**src/pkg/sps_regs.svh**
```systemverilog
// register offsets, field positions, reset values and timing counts of the phase sequencer
`ifndef SPS_REGS_SVH
`define SPS_REGS_SVH

// ----------------------------------------------------------------------
// register byte offsets
// ----------------------------------------------------------------------
`define SPS_CTRL_OFS 8'h00
`define SPS_PRINT_DIV_OFS 8'h04
`define SPS_SCAN_DIV_OFS 8'h08
`define SPS_FEED_TARGET_OFS 8'h0c
`define SPS_STATUS_OFS 8'h10
`define SPS_SCAN_TRAVEL_OFS 8'h14
`define SPS_PRINT_STEPS_OFS 8'h18

// ----------------------------------------------------------------------
// control register fields
// ----------------------------------------------------------------------
`define SPS_CTRL_PRINT_RUN 0
`define SPS_CTRL_SCAN_RUN 1
`define SPS_CTRL_MODE_LO 2
`define SPS_CTRL_MODE_HI 4
`define SPS_CTRL_PRINT_REV 5
`define SPS_CTRL_SCAN_REV 6
`define SPS_CTRL_RESET 32'h0000_0000

// ----------------------------------------------------------------------
// status register fields
// ----------------------------------------------------------------------
`define SPS_STAT_PRINT_ACT 0
`define SPS_STAT_SCAN_ACT 1
`define SPS_STAT_SCAN_DONE 2
`define SPS_STAT_HALF 3
`define SPS_STAT_PRINT_PH_LO 8
`define SPS_STAT_SCAN_PH_LO 12

// ----------------------------------------------------------------------
// timing and travel
// ----------------------------------------------------------------------
`define SPS_CLK_HZ 250000000
`define SPS_PRINT_RATE_PPS 824
`define SPS_SCAN_RATE_PPS 579
`define SPS_PRINT_DIV (`SPS_CLK_HZ / `SPS_PRINT_RATE_PPS)
`define SPS_SCAN_DIV (`SPS_CLK_HZ / `SPS_SCAN_RATE_PPS)
`define SPS_STEP_TRAVEL_UM 65
`define SPS_FEED_FULL_HALF_UM (2 * `SPS_STEP_TRAVEL_UM)
`define SPS_FEED_HALF_HALF_UM (`SPS_STEP_TRAVEL_UM)

`endif

```
**src/pkg/sps_pkg.sv**
```systemverilog
// types shared by the phase sequencer modules
package sps_pkg;

  // scan operating mode as written to the control register
  typedef enum logic [2:0] {
    SPS_MODE_STANDBY,
    SPS_MODE_STANDARD,
    SPS_MODE_FINE_PHOTO,
    SPS_MODE_SUPER_FINE,
    SPS_MODE_PHOTO_TEXT,
    SPS_MODE_PREFEED_EJECT
  } sps_scan_mode_e;

  // scan motor run state
  typedef enum logic [0:0] {
    SPS_SCAN_IDLE,
    SPS_SCAN_ACTIVE
  } sps_scan_state_e;

  // four phase outputs, {a, b, a_n, b_n}
  typedef logic [3:0] sps_phase_t;

endpackage

```
**src/design/sps_step_timer.sv**
```systemverilog
// step rate divider: one tick every divisor clocks while enabled
module sps_step_timer
  import sps_pkg::*;
#(
  parameter int W = 24
)
(
  // clock and reset
  input wire logic clk,
  input wire logic rst,
  // control
  input wire logic enable,
  input wire logic [W-1:0] divisor,
  // output
  output logic tick
);

  logic [W-1:0] cnt;
  logic [W-1:0] last;

  // a divisor of zero behaves as one
  assign last = (divisor == '0) ? '0 : divisor - 1'b1;

  // count restarts whenever the motor is stopped
  always_ff @(posedge clk)
  begin
    if (rst || !enable)
    begin
      cnt <= '0;
      tick <= 1'b0;
    end
    else if (cnt >= last)
    begin
      cnt <= '0;
      tick <= 1'b1;
    end
    else
    begin
      cnt <= cnt + 1'b1;
      tick <= 1'b0;
    end
  end

endmodule

```
**src/design/sps_phase_gen.sv**
```systemverilog
// four-phase excitation generator, 2-phase or 1-2 phase
module sps_phase_gen
  import sps_pkg::*;
(
  // clock and reset
  input wire logic clk,
  input wire logic rst,
  // control
  input wire logic enable,
  input wire logic step,
  input wire logic half,
  input wire logic reverse,
  // phase outputs
  output sps_phase_t phases
);

  logic [2:0] idx;
  logic [2:0] next_idx;

  // pattern at each of the eight half-step positions
  function automatic sps_phase_t pattern(input logic [2:0] i);
    case (i)
      3'h0: pattern = 4'h8;
      3'h1: pattern = 4'hc;
      3'h2: pattern = 4'h4;
      3'h3: pattern = 4'h6;
      3'h4: pattern = 4'h2;
      3'h5: pattern = 4'h3;
      3'h6: pattern = 4'h1;
      default: pattern = 4'h9;
    endcase
  endfunction

  // full step keeps odd positions (two coils on), half step walks all eight
  assign next_idx = half ? (reverse ? idx - 3'h1 : idx + 3'h1)
                         : {(reverse ? idx[2:1] - 2'h1 : idx[2:1] + 2'h1), 1'b1};

  // position advances one step per tick; outputs off when stopped
  always_ff @(posedge clk)
  begin
    if (rst)
    begin
      idx <= 3'h1;
      phases <= 4'h0;
    end
    else
    begin
      if (enable && step)
      begin
        idx <= next_idx;
      end
      phases <= enable ? pattern(idx) : 4'h0;
    end
  end

endmodule

```
**src/design/sps_top.sv**
```systemverilog
// stepping motor phase sequencer with AHB-Lite register slave
`include "sps_regs.svh"

// Contract
// - four print feed motor excitation outputs drive an external driver stage.
// - printing steps the print motor in 2-phase pattern at 824 pps.
// - all four print phases share the first phase's waveform, shifted in sequence.
// - scan supply enable is high while the scan motor runs; it drops one clock before the scan phases go off.
// - four scan feed motor step outputs drive an external driver.
// - scan coils energise two phases at a time, one or two in super-fine; each advance is one step, a half step in super-fine.
// - one scan step counts as 0.065 mm of document travel.
// - all four scan phases share the first phase's waveform, shifted in sequence.
// - standard fax scanning uses 2-phase at 579 pps.
// - fine or photo scanning uses 2-phase at 579 pps.
// - super-fine scanning uses 1-2 phase half-stepping at 579 pps.
// - photo-with-text scanning uses 2-phase at 579 pps.
// - document pre-feed or eject uses 2-phase at 579 pps.
// - standby holds every scan phase output inactive.
module sps_top
  import sps_pkg::*;
#(
  parameter int DIV_W = 24,
  parameter logic [23:0] PRINT_DIV_RESET = 24'(`SPS_PRINT_DIV),
  parameter logic [23:0] SCAN_DIV_RESET = 24'(`SPS_SCAN_DIV)
)
(
  // clock and reset
  input wire logic CORE_CLK,
  input wire logic RST,
  // AHB-Lite slave
  input wire logic HSEL,
  input wire logic [31:0] HADDR,
  input wire logic [1:0] HTRANS,
  input wire logic HWRITE,
  input wire logic [2:0] HSIZE,
  input wire logic [31:0] HWDATA,
  input wire logic HREADY,
  output logic [31:0] HRDATA,
  output logic HREADYOUT,
  output logic HRESP,
  // print feed motor phases
  output logic PRINT_PHASE_A,
  output logic PRINT_PHASE_B,
  output logic PRINT_PHASE_A_N,
  output logic PRINT_PHASE_B_N,
  // scan feed motor phases and coil supply
  output logic SCAN_PHASE_A,
  output logic SCAN_PHASE_B,
  output logic SCAN_PHASE_A_N,
  output logic SCAN_PHASE_B_N,
  output logic SCAN_SUPPLY_EN
);

  // ----------------------------------------------------------------------
  // declarations
  // ----------------------------------------------------------------------
  logic [31:0] ctrl;
  logic [DIV_W-1:0] print_div;
  logic [DIV_W-1:0] scan_div;
  logic [15:0] feed_target;
  logic scan_done;
  logic [17:0] scan_travel;
  logic [31:0] print_steps;
  sps_scan_state_e scan_state;
  sps_scan_state_e next_scan_state;
  logic wr_pend;
  logic [7:0] wr_addr;
  logic rd_wait;
  logic [7:0] rd_addr;
  logic [31:0] rdata;
  sps_phase_t print_phases;
  sps_phase_t scan_phases;
  logic print_tick;
  logic scan_tick;

  // ----------------------------------------------------------------------
  // bus decode
  // ----------------------------------------------------------------------
  wire addr_take = HSEL && HTRANS[1] && HREADY;
  wire wr_ctrl = wr_pend && (wr_addr == `SPS_CTRL_OFS);
  wire wr_print_div = wr_pend && (wr_addr == `SPS_PRINT_DIV_OFS);
  wire wr_scan_div = wr_pend && (wr_addr == `SPS_SCAN_DIV_OFS);
  wire wr_feed = wr_pend && (wr_addr == `SPS_FEED_TARGET_OFS);
  wire wr_status = wr_pend && (wr_addr == `SPS_STATUS_OFS);

  // ----------------------------------------------------------------------
  // mode decode
  // ----------------------------------------------------------------------
  wire [2:0] mode_bits = ctrl[`SPS_CTRL_MODE_HI:`SPS_CTRL_MODE_LO];
  wire mode_standby = (mode_bits == SPS_MODE_STANDBY) ||
                      (mode_bits > SPS_MODE_PREFEED_EJECT);
  // only super fine half-steps; the other scan modes use 2-phase
  wire scan_half = (mode_bits == SPS_MODE_SUPER_FINE);
  wire print_run = ctrl[`SPS_CTRL_PRINT_RUN];
  wire scan_req = ctrl[`SPS_CTRL_SCAN_RUN] && !mode_standby;
  wire scan_active = (scan_state == SPS_SCAN_ACTIVE);

  // ----------------------------------------------------------------------
  // feed distance
  // ----------------------------------------------------------------------
  // travel is kept in half micrometres so a half step adds a whole number
  wire [17:0] step_travel = scan_half ? 18'(`SPS_FEED_HALF_HALF_UM)
                                      : 18'(`SPS_FEED_FULL_HALF_UM);
  wire [17:0] travel_sum = scan_travel + step_travel;
  wire [17:0] target_half = {1'b0, feed_target, 1'b0};
  // stop on the tick after the feed is covered so the last step is held a full period
  wire feed_reached = scan_active && scan_tick && (feed_target != 16'h0) &&
                      (scan_travel >= target_half);
  // the stopping tick neither advances the pattern nor adds travel
  wire scan_step = scan_tick && !feed_reached;

  // ----------------------------------------------------------------------
  // scan run state
  // ----------------------------------------------------------------------
  // the scan motor runs while requested and stops when the feed is reached
  always_comb
  begin
    next_scan_state = scan_state;
    case (scan_state)
      SPS_SCAN_IDLE:
      begin
        if (scan_req)
        begin
          next_scan_state = SPS_SCAN_ACTIVE;
        end
      end
      SPS_SCAN_ACTIVE:
      begin
        if (!scan_req || feed_reached)
        begin
          next_scan_state = SPS_SCAN_IDLE;
        end
      end
      default:
      begin
        next_scan_state = SPS_SCAN_IDLE;
      end
    endcase
  end

  // scan state register
  always_ff @(posedge CORE_CLK)
  begin
    if (RST)
    begin
      scan_state <= SPS_SCAN_IDLE;
    end
    else
    begin
      scan_state <= next_scan_state;
    end
  end

  // ----------------------------------------------------------------------
  // control and divider registers
  // ----------------------------------------------------------------------
  // a software write to control wins over the hardware clear of scan run
  always_ff @(posedge CORE_CLK)
  begin
    if (RST)
    begin
      ctrl <= `SPS_CTRL_RESET;
    end
    else if (wr_ctrl)
    begin
      ctrl <= {25'h0, HWDATA[6:0]};
    end
    else if (feed_reached)
    begin
      ctrl[`SPS_CTRL_SCAN_RUN] <= 1'b0;
    end
  end

  // programmable step periods, reset to the documented rates
  always_ff @(posedge CORE_CLK)
  begin
    if (RST)
    begin
      print_div <= DIV_W'(PRINT_DIV_RESET);
      scan_div <= DIV_W'(SCAN_DIV_RESET);
      feed_target <= 16'h0;
    end
    else
    begin
      if (wr_print_div)
      begin
        print_div <= HWDATA[DIV_W-1:0];
      end
      if (wr_scan_div)
      begin
        scan_div <= HWDATA[DIV_W-1:0];
      end
      if (wr_feed)
      begin
        feed_target <= HWDATA[15:0];
      end
    end
  end

  // ----------------------------------------------------------------------
  // travel, step count and done flag
  // ----------------------------------------------------------------------
  // travel restarts each time the scan motor starts; done set beats clear
  always_ff @(posedge CORE_CLK)
  begin
    if (RST)
    begin
      scan_travel <= 18'h0;
      scan_done <= 1'b0;
    end
    else
    begin
      if (!scan_active && scan_req)
      begin
        scan_travel <= 18'h0;
      end
      else if (scan_active && scan_step)
      begin
        scan_travel <= travel_sum;
      end
      if (feed_reached)
      begin
        scan_done <= 1'b1;
      end
      else if (wr_status && HWDATA[`SPS_STAT_SCAN_DONE])
      begin
        scan_done <= 1'b0;
      end
    end
  end

  // print steps taken since reset
  always_ff @(posedge CORE_CLK)
  begin
    if (RST)
    begin
      print_steps <= 32'h0;
    end
    else if (print_run && print_tick)
    begin
      print_steps <= print_steps + 32'h1;
    end
  end

  // ----------------------------------------------------------------------
  // AHB-Lite slave
  // ----------------------------------------------------------------------
  // read mux over the word address held from the address phase
  assign rdata = (rd_addr == `SPS_CTRL_OFS) ? ctrl :
                 (rd_addr == `SPS_PRINT_DIV_OFS) ? 32'(print_div) :
                 (rd_addr == `SPS_SCAN_DIV_OFS) ? 32'(scan_div) :
                 (rd_addr == `SPS_FEED_TARGET_OFS) ? {16'h0, feed_target} :
                 (rd_addr == `SPS_STATUS_OFS) ?
                   {16'h0, scan_phases, print_phases, 4'h0, scan_half, scan_done,
                    scan_active, print_run} :
                 (rd_addr == `SPS_SCAN_TRAVEL_OFS) ? {14'h0, scan_travel} :
                 (rd_addr == `SPS_PRINT_STEPS_OFS) ? print_steps :
                 32'h0;

  // reads add one wait state so a write just before is already stored
  assign HREADYOUT = !rd_wait;
  assign HRESP = 1'b0;

  // address phase capture and registered read data
  always_ff @(posedge CORE_CLK)
  begin
    if (RST)
    begin
      wr_pend <= 1'b0;
      wr_addr <= 8'h00;
      rd_wait <= 1'b0;
      rd_addr <= 8'h00;
      HRDATA <= 32'h0;
    end
    else
    begin
      wr_pend <= addr_take && HWRITE;
      rd_wait <= addr_take && !HWRITE;
      if (addr_take)
      begin
        wr_addr <= (HADDR[31:8] == 24'h0) ? {HADDR[7:2], 2'b00} : 8'hff;
        rd_addr <= (HADDR[31:8] == 24'h0) ? {HADDR[7:2], 2'b00} : 8'hff;
      end
      if (rd_wait)
      begin
        HRDATA <= rdata;
      end
    end
  end

  // ----------------------------------------------------------------------
  // step timers
  // ----------------------------------------------------------------------
  sps_step_timer #(.W(DIV_W)) u_print_timer (
    .clk(CORE_CLK),
    .rst(RST),
    .enable(print_run),
    .divisor(print_div),
    .tick(print_tick)
  );

  sps_step_timer #(.W(DIV_W)) u_scan_timer (
    .clk(CORE_CLK),
    .rst(RST),
    .enable(scan_active),
    .divisor(scan_div),
    .tick(scan_tick)
  );

  // ----------------------------------------------------------------------
  // phase generators
  // ----------------------------------------------------------------------
  sps_phase_gen u_print_phase (
    .clk(CORE_CLK),
    .rst(RST),
    .enable(print_run),
    .step(print_tick),
    .half(1'b0),
    .reverse(ctrl[`SPS_CTRL_PRINT_REV]),
    .phases(print_phases)
  );

  sps_phase_gen u_scan_phase (
    .clk(CORE_CLK),
    .rst(RST),
    .enable(scan_active),
    .step(scan_step),
    .half(scan_half),
    .reverse(ctrl[`SPS_CTRL_SCAN_REV]),
    .phases(scan_phases)
  );

  // ----------------------------------------------------------------------
  // motor outputs
  // ----------------------------------------------------------------------
  // phases come straight from the generator flip-flops
  assign PRINT_PHASE_A = print_phases[3];
  assign PRINT_PHASE_B = print_phases[2];
  assign PRINT_PHASE_A_N = print_phases[1];
  assign PRINT_PHASE_B_N = print_phases[0];
  assign SCAN_PHASE_A = scan_phases[3];
  assign SCAN_PHASE_B = scan_phases[2];
  assign SCAN_PHASE_A_N = scan_phases[1];
  assign SCAN_PHASE_B_N = scan_phases[0];

  // coil supply follows the scan run state register
  assign SCAN_SUPPLY_EN = scan_active;

endmodule

```
**config.mk**
```make
export PLATFORM = sky130hd
export DESIGN_NAME = sps_top
export DESIGN_NICKNAME = d
export VERILOG_FILES = /design/src/pkg/sps_pkg.sv /design/src/design/sps_step_timer.sv /design/src/design/sps_phase_gen.sv /design/src/design/sps_top.sv
export VERILOG_INCLUDE_DIRS = /design/src /design/src/pkg
export SDC_FILE = /design/constraint.sdc
export NUM_CORES = 1
export LEC_CHECK = 0
export BUFFER_PORTS_ARGS = -buffer_cell sky130_fd_sc_hd__buf_2
export CORE_ASPECT_RATIO = 1.4
export CORE_MARGIN = 1
export CORE_UTILIZATION = 65
export DETAILED_ROUTE_END_ITERATION = 6
export GPL_TIMING_DRIVEN = 1
export PLACE_DENSITY = 0.83
export SYNTH_ARGS = -nofsm -noshare
export SYNTH_HDL_FRONTEND = slang
export SYNTH_HIERARCHICAL = 1
export SYNTH_SLANG_ARGS = --single-unit
```
**constraint.sdc**
```tcl
create_clock -name CORE_CLK -period 11.3 [get_ports CORE_CLK]
set_clock_uncertainty 0.05 [all_clocks]
set_input_delay 0.565 -clock CORE_CLK [delete_from_list [all_inputs] [get_ports CORE_CLK]]
set_output_delay 0.565 -clock CORE_CLK [all_outputs]
set_load 0.005 [all_outputs]
```
==> results of run 1 <==
## final cells by class
| type | instances | area, um^2 | share of cell area (%) |
|---|---|---|---|
| flip-flops and latches | 228 | 4560 | 31.1 |
| inverters | 47 | 176 | 1.20 |
| clock inverters | 9 | 124 | 0.844 |
| multi-input cells | 1299 | 8180 | 55.8 |
| clock buffers | 32 | 692 | 4.72 |
| repair buffers | 115 | 613 | 4.18 |
| well taps | 252 | 315 | 2.15 |
## through the flow
stage	area, um^2	total power, mW	instances
5_1_grt	14700	1.75	1982
2_1_floorplan	13300	0.872	1651
3_5_place_dp	13900	0.904	1941
6_report	14700	1.71	1982
3_3_place_gp	13900	0.903	1941
4_1_cts	14700	1.71	1982
## sequential cells by signal (all words and copies together), names as in the netlist
signal                flops
SCAN_SUPPLY_EN            1
scan_done                 1
u_print_phase/idx         3
feed_target              16
rd_wait                   1
scan_travel              18
u_print_timer/cnt        24
scan_div                 24
u_print_phase/phases      4
wr_pend                   1
print_div                24
u_scan_phase/phases       4
u_print_timer/tick        1
u_scan_timer/cnt         24
ctrl                      7
rd_addr                   7
print_steps              32
u_scan_timer/tick         1
u_scan_phase/idx          3
HRDATA                   32
## worst paths after layout
kind                                  start  slack (ps)  cells past startpoint                              end
setup reg to reg  scan_div[10]$_SDFFE_PP1P_        6710                     11  u_scan_timer/cnt[21]$_SDFF_PP0_
hold reg to reg     HRDATA[15]$_SDFFE_PP0P_         410                      2          HRDATA[15]$_SDFFE_PP0P_
hold / removal                       HWRITE         170                      2               rd_wait$_SDFF_PP0_
setup / recovery  scan_div[10]$_SDFFE_PP1P_        6710                     11  u_scan_timer/cnt[21]$_SDFF_PP0_
## critical path: stages (launching register included)
cell,delay [ps]
dfxtp_1,400
or3_4,410
and4b_2,340
nand4bb_1,650
nor3b_2,410
a21oi_1,170
ha_1,170
nand4_1,150
nor4_1,470
nand4_1,170
o21ai_2,880
nor4_1,130
## synthesized netlist by cell type (28+ instances only)
cell type	instances
nand2_1	280
dfxtp_1	228
a21oi_1	145
nor2_1	145
ha_1	87
nand3_1	59
xor2_1	56
xnor2_1	54
clkbuf_1	53
inv_1	47
nor3_1	45
nor4_1	44
nand4_1	29
o21ai_0	28
## cells by family (layout without fill, tap and decap cells)
logic type / count (synthesis) / in the layout / synth area share (%)
compound gates: 293 / 293 / 13.9
fa+ha+maj: 88 / 88 / 8.37
other cells: 1 / 6 / 0.0283
buf+inv: 124 / 203 / 3.92
simple gates: 774 / 774 / 29.8
flops: 228 / 228 / 34.5
mux: 28 / 28 / 2.22
xor+xnor: 110 / 110 / 7.28
## per-layer routing
metal	global-route usage (%)	vias to the layer above
met5	0	-
met3	4.27	114
met4	19.8	0
met2	59.9	437
met1	40.6	5799
li1	-	5980
## power by group through the flow
| stage | Clock (mW) | Sequential (mW) | Combinational [mW] |
|---|---|---|---|
| 2_1_floorplan | 0 | 0.827 | 0.0448 |
| 3_3_place_gp | 0 | 0.829 | 0.0743 |
| 3_5_place_dp | 0 | 0.829 | 0.0752 |
| 4_1_cts | 0.825 | 0.811 | 0.0755 |
| 5_1_grt | 0.855 | 0.811 | 0.0836 |
| 6_report | 0.816 | 0.811 | 0.0783 |
==> flow_summary.ini, run 1 <==
[detailed_routing]
wire_per_inst_um = 18.4
dr.first_iter.drc_count = 944
wl_met2_um = 17800
vias = 12300
wl_met1_um = 14400
top_layer = met4
drc_errors = 0
routed_wl_um = 36400
avgViaCountPerCell = 6.22
ant_nets = 0
dr_wl_met3_um = 2100
dr.pass1.iters = 5

[clock_tree]
cts.clk_slew.worst_paths_ps = 60
clock-root-buffer = clkbuf_16
clockBufferDepth = 3
holdBufCountCts = 0
cts_buffers = 24
cts_tree = built
cts.sinks = 228
clk_latency_ps = 520
cts-resized-gates = 0
cts_setup_buffers = 0
htreeDepth = 1

[outcome]
outcome = finished clean

[sta]
slew_viol_final = 0
setup_ws_ps = 6710
tightest_slew_ps = 1120
finalCriticalPeriod_ps = 4590
finalCritPeriodShare_pct = 40.6
rsz0062_at_grt = false
max_slew_margin_pct = 25.1
setup_viol = 0
fmax_ghz = 0.218
setup_tns_ps = 0
whs_ps = 170
hold_viol_final = 0

[floorplan]
initial_utilization_pct = 66.5
num_io_pins = 117
rows = 61
core_mm2 = 0.0199
die_h_um = 171
dieArea_mm2 = 0.0210
die_w_um = 123

[setup_path]
critical_path_class = register to register
endpoint_kind = register
arrival_ps = 4890
start_kind = register
critPathRequiredTime_ps = 11600
critPathMaxFanout = 25

[synthesis]
ys_warn_count = 6
synth_flop_cell = dfxtp_1
ys_seq_elements = 228
async_reset_ff_share_pct = 0
syn_avg_cell_area_um2 = 8.04
synth_cell_types = 89
synth_edf_count = 0
synth_cells = 1646
yosysTopAreaCell = dfxtp_1
netlist_area_mm2 = 0.0132
synth_top_area_share_pct = 34.5
yosysSeqAreaShare_pct = 34.5
synthTopCellsByArea = dfxtp_1, ha_1, nand2_1

[cells_and_area]
syn_to_final_growth_pct = 10.8
final.fill_count = 1534
final_util_pct = 73.6
final_nets = 1877
layout_commonest_cell = nand2_1
mostFrequentLayoutCells = nand2_1, dfxtp_1, a21oi_1, nor2_1, buf_2
drive_gt1_share_pct = 11.5
num_antenna_cells = 0

[pwr]
p_leak_nw = 5.64
p_sw_share_pct = 22.1
power.density_mw_per_mm2 = 116
p_comb_share_pct = 4.6
irDropWorstVdd_uv = 131
p_int_mw = 1.33
p_switching_mw = 0.377
p_seq_share_pct = 47.6
pwr-share-clk_pct = 47.9

[global_routing]
grt_pass1_vias = 11500
grt_antenna_before_repair = 0
grt_max_degree = 61
grt_overflow = 0
track_usage_pct = 34.6
grt_pass1_wl_um = 57800

[worst_hold_path]
hold_class = input pin to register

[placed_design]
dp_hpwl_um = 27000
portBuffers = 101
pre_cts_slack_ps = 6780
gp_congestion = 0.937

[flow_run]
cap_violations = 0
No activity file was read; power rests on OpenSTA's default activity.
==> run 2: changes to the inputs <==
--- a/config.mk
+++ b/config.mk
@@ -6,13 +6,14 @@
 export SDC_FILE = /design/constraint.sdc
 export NUM_CORES = 1
 export LEC_CHECK = 0
+export ABC_AREA = 1
 export BUFFER_PORTS_ARGS = -buffer_cell sky130_fd_sc_hd__buf_2
 export CORE_ASPECT_RATIO = 1.4
 export CORE_MARGIN = 1
-export CORE_UTILIZATION = 65
+export CORE_UTILIZATION = 55
 export DETAILED_ROUTE_END_ITERATION = 6
 export GPL_TIMING_DRIVEN = 1
-export PLACE_DENSITY = 0.83
+export PLACE_DENSITY = 0.74
 export SYNTH_ARGS = -nofsm -noshare
 export SYNTH_HDL_FRONTEND = slang
 export SYNTH_HIERARCHICAL = 1
==> constraint.sdc (replaced) <==
create_clock -name CORE_CLK -period 3.9 [get_ports CORE_CLK]
set_clock_uncertainty 0.05 [all_clocks]
set_input_delay 0.195 -clock CORE_CLK [delete_from_list [all_inputs] [get_ports CORE_CLK]]
set_output_delay 0.195 -clock CORE_CLK [all_outputs]
set_load 0.005 [all_outputs]
==> run 2 against run 1 <==
  * Synthesized cell count is 38% higher
  * Sequential share of layout area is 3.6 points lower
  * Largest power group unchanged
  * Via count is 22% higher
  * Critical path depth is 4 higher
  * Area after synthesis is 11% higher
  * Critical endpoint is now u_print_timer/cnt[3]$_SDFF_PP0_
  * Combinational power grew to 3.3 times the previous value
  * Non-clock buffer count is 38 higher
  * Clock power grew to 3.1 times the previous value
  * Flip-flop and latch count stayed put
  * Wire length is 21% higher
==> flow_summary.ini, run 2 <==
[sta]
whs_ps = 104
slew_viol_final = 0
hold_viol_final = 0
finalCriticalPeriod_ps = 3200
setup_tns_ps = 0
setup_viol = 0
finalCritPeriodShare_pct = 82.1
rsz0062_at_grt = false
fmax_ghz = 0.313
max_slew_margin_pct = 50.2
tightest_slew_ps = 746

[clock_tree]
cts_buffers = 25
cts.sinks = 228
clockBufferDepth = 3
cts.clk_slew.worst_paths_ps = 60
cts-resized-gates = 0
cts_setup_buffers = 0
htreeDepth = 1
clock-root-buffer = clkbuf_16
cts_tree = built
clk_latency_ps = 550

[floorplan]
die_w_um = 140
initial_utilization_pct = 56.0
num_io_pins = 117
dieArea_mm2 = 0.0273
rows = 70
core_mm2 = 0.0262
die_h_um = 195

[pwr]
p_int_mw = 3.97
p_comb_share_pct = 5.1
p_switching_mw = 1.20
pwr-share-clk_pct = 49.4
p_seq_share_pct = 45.5
irDropWorstVdd_uv = 422
power.density_mw_per_mm2 = 311
p_sw_share_pct = 23.2
p_leak_nw = 7.26

[synthesis]
synth_cells = 2277
synthTopCellsByArea = dfxtp_1, nand2_1, nor2_1
ys_seq_elements = 228
synth_cell_types = 49
synth_commonest_cells = nand2_1, nor2_1, inv_1, dfxtp_1, a21oi_1
synth_edf_count = 0
yosysSeqAreaShare_pct = 31.2
syn_avg_cell_area_um2 = 6.44
async_reset_ff_share_pct = 0
synth.most_common_cell = nand2_1
synth_flop_cell = dfxtp_1
netlist_area_mm2 = 0.0147
yosysTopAreaCell = dfxtp_1
ys_warn_count = 6
synth_top_area_share_pct = 31.2

[detailed_routing]
routed_wl_um = 44200
vias = 15100
ant_nets = 0
drc_errors = 0
avgViaCountPerCell = 5.52
dr.pass1.iters = 6
dr.first_iter.drc_count = 944
wire_per_inst_um = 16.1

[global_routing]
track_usage_pct = 32.7
grt_antenna_before_repair = 0
grt_max_degree = 76
grt_overflow = 0
grt_pass1_wl_um = 71300
grt_pass1_vias = 14700

[cells_and_area]
syn_to_final_growth_pct = 13.4
num_antenna_cells = 0
mostFrequentLayoutCells = nand2_1, nor2_1, inv_1
reg.largest.list = HRDATA: 32 flops, print_steps: 32 flops
final_nets = 2557
layout_commonest_cell = nand2_1
final.fill_count = 2473
final_util_pct = 63.4
drive_gt1_share_pct = 10.7

[setup_path]
arrival_ps = 3620
critPathMaxFanout = 24
path_cells = inv_1, ha_1, inv_1, nor2_1, nand3_1, nand2_1, nand3_1, ha_1, nand2_1, nor2_1, nand3_1, inv_1, a21oi_2, nand3_2, nor2_1
cpMaxStageDelayCell = nand3_2
critPathRequiredTime_ps = 4320
start_kind = register
slowest_delay_ps = 410
critical_path_class = register to register
endpoint_kind = register

[placed_design]
portBuffers = 101
gp_congestion = 1.03
dp_hpwl_um = 33800

[outcome]
outcome = finished clean

[worst_hold_path]
hold_class = input pin to register

[flow_run]
cap_violations = 0
-- run 2: changes by cell type after synthesis, sizes merged, moves of 23 or more --
cell   delta
nor4     -45
xnor2    -28
a21oi    +36
nand3   +121
o21ai    +50
inv     +198
nand2   +331
nor2    +227
mux2i    -23
-- run 2: through the flow --
stage / instances / instance area (um^2) / total power [mW] / worst slack (ps)
after floorplan: 2282 / 14700 / 2.53 / 1010
after global placement: 2661 / 15400 / 2.63 / 866
after detailed placement: 2661 / 15400 / 2.63 / 745
after CTS: 2737 / 16600 / 5.18 / 693
after global routing: 2737 / 16600 / 5.31 / 379
final: 2737 / 16600 / 5.16 / 700
-- run 2: cell families after synthesis --
logic type | share of synthesized area (%)
other | 0.0256
AO/OA/AOI/OAI | 10.6
buffers and inverters | 8.41
XOR/XNOR | 4.00
flip-flops | 31.2
adder cells (fa/ha/maj) | 7.57
AND/OR/NAND/NOR | 38.2
-- run 2: final cells by class --
class / instances / area [um^2] / area share (%)
Inverter: 246 / 923 / 5.56
Clock inverter: 9 / 151 / 0.911
Sequential cell: 228 / 4560 / 27.5
Multi-Input combinational cell: 1741 / 8870 / 53.4
Timing Repair Buffer: 153 / 973 / 5.86
Tap cell: 324 / 405 / 2.44
Clock buffer: 36 / 717 / 4.32
-- run 2: power groups by stage --
stage	clock (mW)	sequential (mW)	combinational, mW
floorplan	0	2.40	0.134
global placement	0	2.40	0.227
detailed placement	0	2.40	0.230
CTS	2.58	2.35	0.254
global route	2.68	2.35	0.281
finish	2.55	2.35	0.262
-- run 2: worst paths after layout --
kind | from | end | slack, ps | cells past startpoint
worst max-delay path | print_div[0]$_SDFFE_PP0P_ | u_print_timer/cnt[3]$_SDFF_PP0_ | 700 | 15
worst min-delay path | HTRANS[1] | rd_wait$_SDFF_PP0_ | 100 | 3
worst max register to register | print_div[0]$_SDFFE_PP0P_ | u_print_timer/cnt[3]$_SDFF_PP0_ | 700 | 15
worst min register to register | HRDATA[31]$_SDFFE_PP0P_ | HRDATA[31]$_SDFFE_PP0P_ | 410 | 2
-- run 2: layer usage --
layer,share of wire [%],track usage [%],vias up,wire length [um]
li1,-,-,7563,-
met1,38,34.5,6889,16800
met2,50,60.4,483,22100
met3,5.0,4.17,165,2210
met4,7.0,22.0,0,3090
met5,0,0,-,0
-- run 2: worst max-delay path: cells and delay by family (launching register included) --
kind | cells | cell delay (ps)
fa+ha+maj | 2 | 610
simple gates | 9 | 1570
buf+inv | 3 | 320
compound gates | 1 | 180
flops | 1 | 360
-- run 2: repair_timing --
action / in CTS / in global routing
setup endpoints to repair: 0 / 0
hold endpoints to repair: 68 / 0
hold buffers: 31 / 0
==> run 3: changes to the inputs <==
--- a/config.mk
+++ b/config.mk
@@ -6,14 +6,14 @@
 export SDC_FILE = /design/constraint.sdc
 export NUM_CORES = 1
 export LEC_CHECK = 0
-export ABC_AREA = 1
+export ABC_AREA = 0
 export BUFFER_PORTS_ARGS = -buffer_cell sky130_fd_sc_hd__buf_2
 export CORE_ASPECT_RATIO = 1.4
 export CORE_MARGIN = 1
-export CORE_UTILIZATION = 55
+export CORE_UTILIZATION = 61
 export DETAILED_ROUTE_END_ITERATION = 6
 export GPL_TIMING_DRIVEN = 1
-export PLACE_DENSITY = 0.74
+export PLACE_DENSITY = 0.78
 export SYNTH_ARGS = -nofsm -noshare
 export SYNTH_HDL_FRONTEND = slang
 export SYNTH_HIERARCHICAL = 1
==> constraint.sdc (replaced) <==
create_clock -name CORE_CLK -period 3.29 [get_ports CORE_CLK]
set_clock_uncertainty 0.05 [all_clocks]
set_input_delay 0.1645 -clock CORE_CLK [delete_from_list [all_inputs] [get_ports CORE_CLK]]
set_output_delay 0.1645 -clock CORE_CLK [all_outputs]
set_load 0.005 [all_outputs]
==> run 3 against run 2 <==
  * The run now ends with setup timing left
  * Cell count decreased by 23%
  * Global-route usage increased by 1.9 points
  * Die area decreased by 18%
  * Via count decreased by 14%
  * Hold slack got worse by 73 ps
  * Setup slack got worse by 880 ps
  * Sequential share of layout area increased by 1.3 points
  * Wire length decreased by 11%
  * Highest routed layer unchanged
==> flow_summary.ini, run 3 (synthesis results as in run 1) <==
[outcome]
outcome = complete, but fails checks
violations = setup timing

[detailed_routing]
drc_errors = 0
routed_wl_um = 39500
ant_nets = 0
dr.pass1.iters = 6
vias = 13000
dr.first_iter.drc_count = 1013
avgViaCountPerCell = 6.15
wire_per_inst_um = 18.7

[cells_and_area]
layout_commonest_cell = nand2_1
mostFrequentLayoutCells = nand2_1, dfxtp_1, nor2_1
final.fill_count = 1596
final_util_pct = 74.9
final_nets = 1991
multi_input_area_mm2 = 0.00839
reg.largest.list = HRDATA: 32 flops, print_steps: 32 flops
syn_to_final_growth_pct = 19.9
drive_gt1_share_pct = 16.8
seqCellArea_mm2 = 0.00457
num_antenna_cells = 0
fin_area_mm2 = 0.0159

[flow_run]
cap_violations = 0

[setup_path]
rr_worst_depth = 12
cpMaxStageDelayCell = or4_4
timing.rr.end = u_scan_timer/cnt[15]$_SDFF_PP0_
endpoint_kind = register
start_kind = register
crit_path_frequent_cell = nand4_1
critPathRequiredTime_ps = 3600
r2r_slack_ps = -180
path_cells = nor4_4, nand2_1, or4_4, nor3b_2, a21oi_1, ha_1, nand4_1, nor4_2, nand4_1, o21ai_4, clkbuf_16, nor4_1
arrival_ps = 3780
critPathMaxFanout = 6
critical_path_class = register to register
slowest_delay_ps = 540
worstReg2RegStart = scan_div[14]$_SDFFE_PP0P_
startpoint = scan_div[14]$_SDFFE_PP0P_

[global_routing]
grt_overflow = 0
grt_antenna_before_repair = 0
grt_pass1_vias = 12200
track_usage_pct = 34.6
grt_pass1_wl_um = 61800
grt_max_degree = 67

[placed_design]
dp_hpwl_um = 28600
portBuffers = 101
post_dp_cell_area_mm2 = 0.0145
gp_congestion = 0.937

[floorplan]
dieArea_mm2 = 0.0223
initial_utilization_pct = 62.4
num_io_pins = 117
die_h_um = 176
core_mm2 = 0.0212
die_w_um = 127
rows = 63

[pwr]
irDropWorstVdd_uv = 424
p_leak_nw = 6.20
power.density_mw_per_mm2 = 366

[sta]
rsz0062_at_grt = true
tightest_slew_ps = 1370
hold_viol_final = 0
fmax_ghz = 0.288
max_slew_margin_pct = 8.88
setup_ws_ps = -184
slew_viol_final = 0
setup_viol = 49
finalCriticalPeriod_ps = 3470
finalCritPeriodShare_pct = 106

[worst_hold_path]
hold_start = RST
min_to = HRDATA[7]$_SDFFE_PP0P_
min_path_cells = 2
hold_class = input pin to register

[clock_tree]
htreeDepth = 1
clk_latency_ps = 530
clockBufferDepth = 3
cts_buffers = 24
cts_tree = built
cts.clk_slew.worst_paths_ps = 60
cts.sinks = 228
clock-root-buffer = clkbuf_16
## run 3: worst max-delay path by stage
stage                     slack (ps)                                to  cells after the start
after floorplan                    2  u_print_timer/cnt[10]$_SDFF_PP0_                     12
after global placement           -20  u_print_timer/cnt[10]$_SDFF_PP0_                     12
after detailed placement         -70  u_print_timer/cnt[21]$_SDFF_PP0_                     12
after CTS                        -60  u_print_timer/cnt[16]$_SDFF_PP0_                     12
after global routing            -310   u_scan_timer/cnt[23]$_SDFF_PP0_                     13
final                           -180   u_scan_timer/cnt[15]$_SDFF_PP0_                     12
## run 3: power breakdown
group	leakage (nW)	internal, mW	switching (mW)
logic	3.96	0.121	0.184
registers	1.84	2.77	0.0177
clock network	0.398	1.57	1.14
total	6.20	4.46	1.34
## run 3: area by class of cell
cell class,instances,share of cell area (%)
Inverter,47,1.11
Multi-Input combinational cell,1299,52.8
Timing Repair Buffer,229,10.3
Tap cell,260,2.05
Clock buffer,37,4.73
Sequential cell,228,28.8
Clock inverter,7,0.244
## run 3: what timing repair did
action | CTS | global route
hold buffers | 31 | 0
gates resized for setup | 9 | 26
cloned | 1 | 3
setup endpoints to repair | 45 | 50
hold endpoints to repair | 80 | 0
setup buffers | 5 | 3
pin swaps | 0 | 13
## run 3: layer usage
| metal | GRT usage (%) | vias to the layer above | routed length (um) |
|---|---|---|---|
| met4 | 22.6 | 0 | 2610 |
| met5 | 0 | - | 0 |
| li1 | - | 6218 | - |
| met3 | 4.79 | 155 | 2300 |
| met1 | 39.0 | 6088 | 15000 |
| met2 | 61.0 | 493 | 19500 |
## run 3: metrics by stage
| step | hold WS, ps | instances | TNS [ps] | power, mW | setup slack [ps] |
|---|---|---|---|---|---|
| floorplan | 178 | 1651 | 0 | 3.00 | 2.47 |
| global placement | 291 | 2020 | -189 | 3.12 | -21.4 |
| detailed placement | 293 | 2020 | -1590 | 3.12 | -73.5 |
| CTS | 14.6 | 2101 | -952 | 5.83 | -61.3 |
| global route | 29.0 | 2107 | -12200 | 5.96 | -307 |
| finish | 31.1 | 2107 | -5220 | 5.80 | -184 |
## run 3: critical path: cells and delay by family, from the launching register on
| family | cells | cell delay (ps) |
|---|---|---|
| and+or+nand+nor | 8 | 1980 |
| AOI/OAI and AO/OA | 2 | 400 |
| DFF | 1 | 330 |
| adders and majority gates | 1 | 320 |
| buffers and inverters | 1 | 230 |
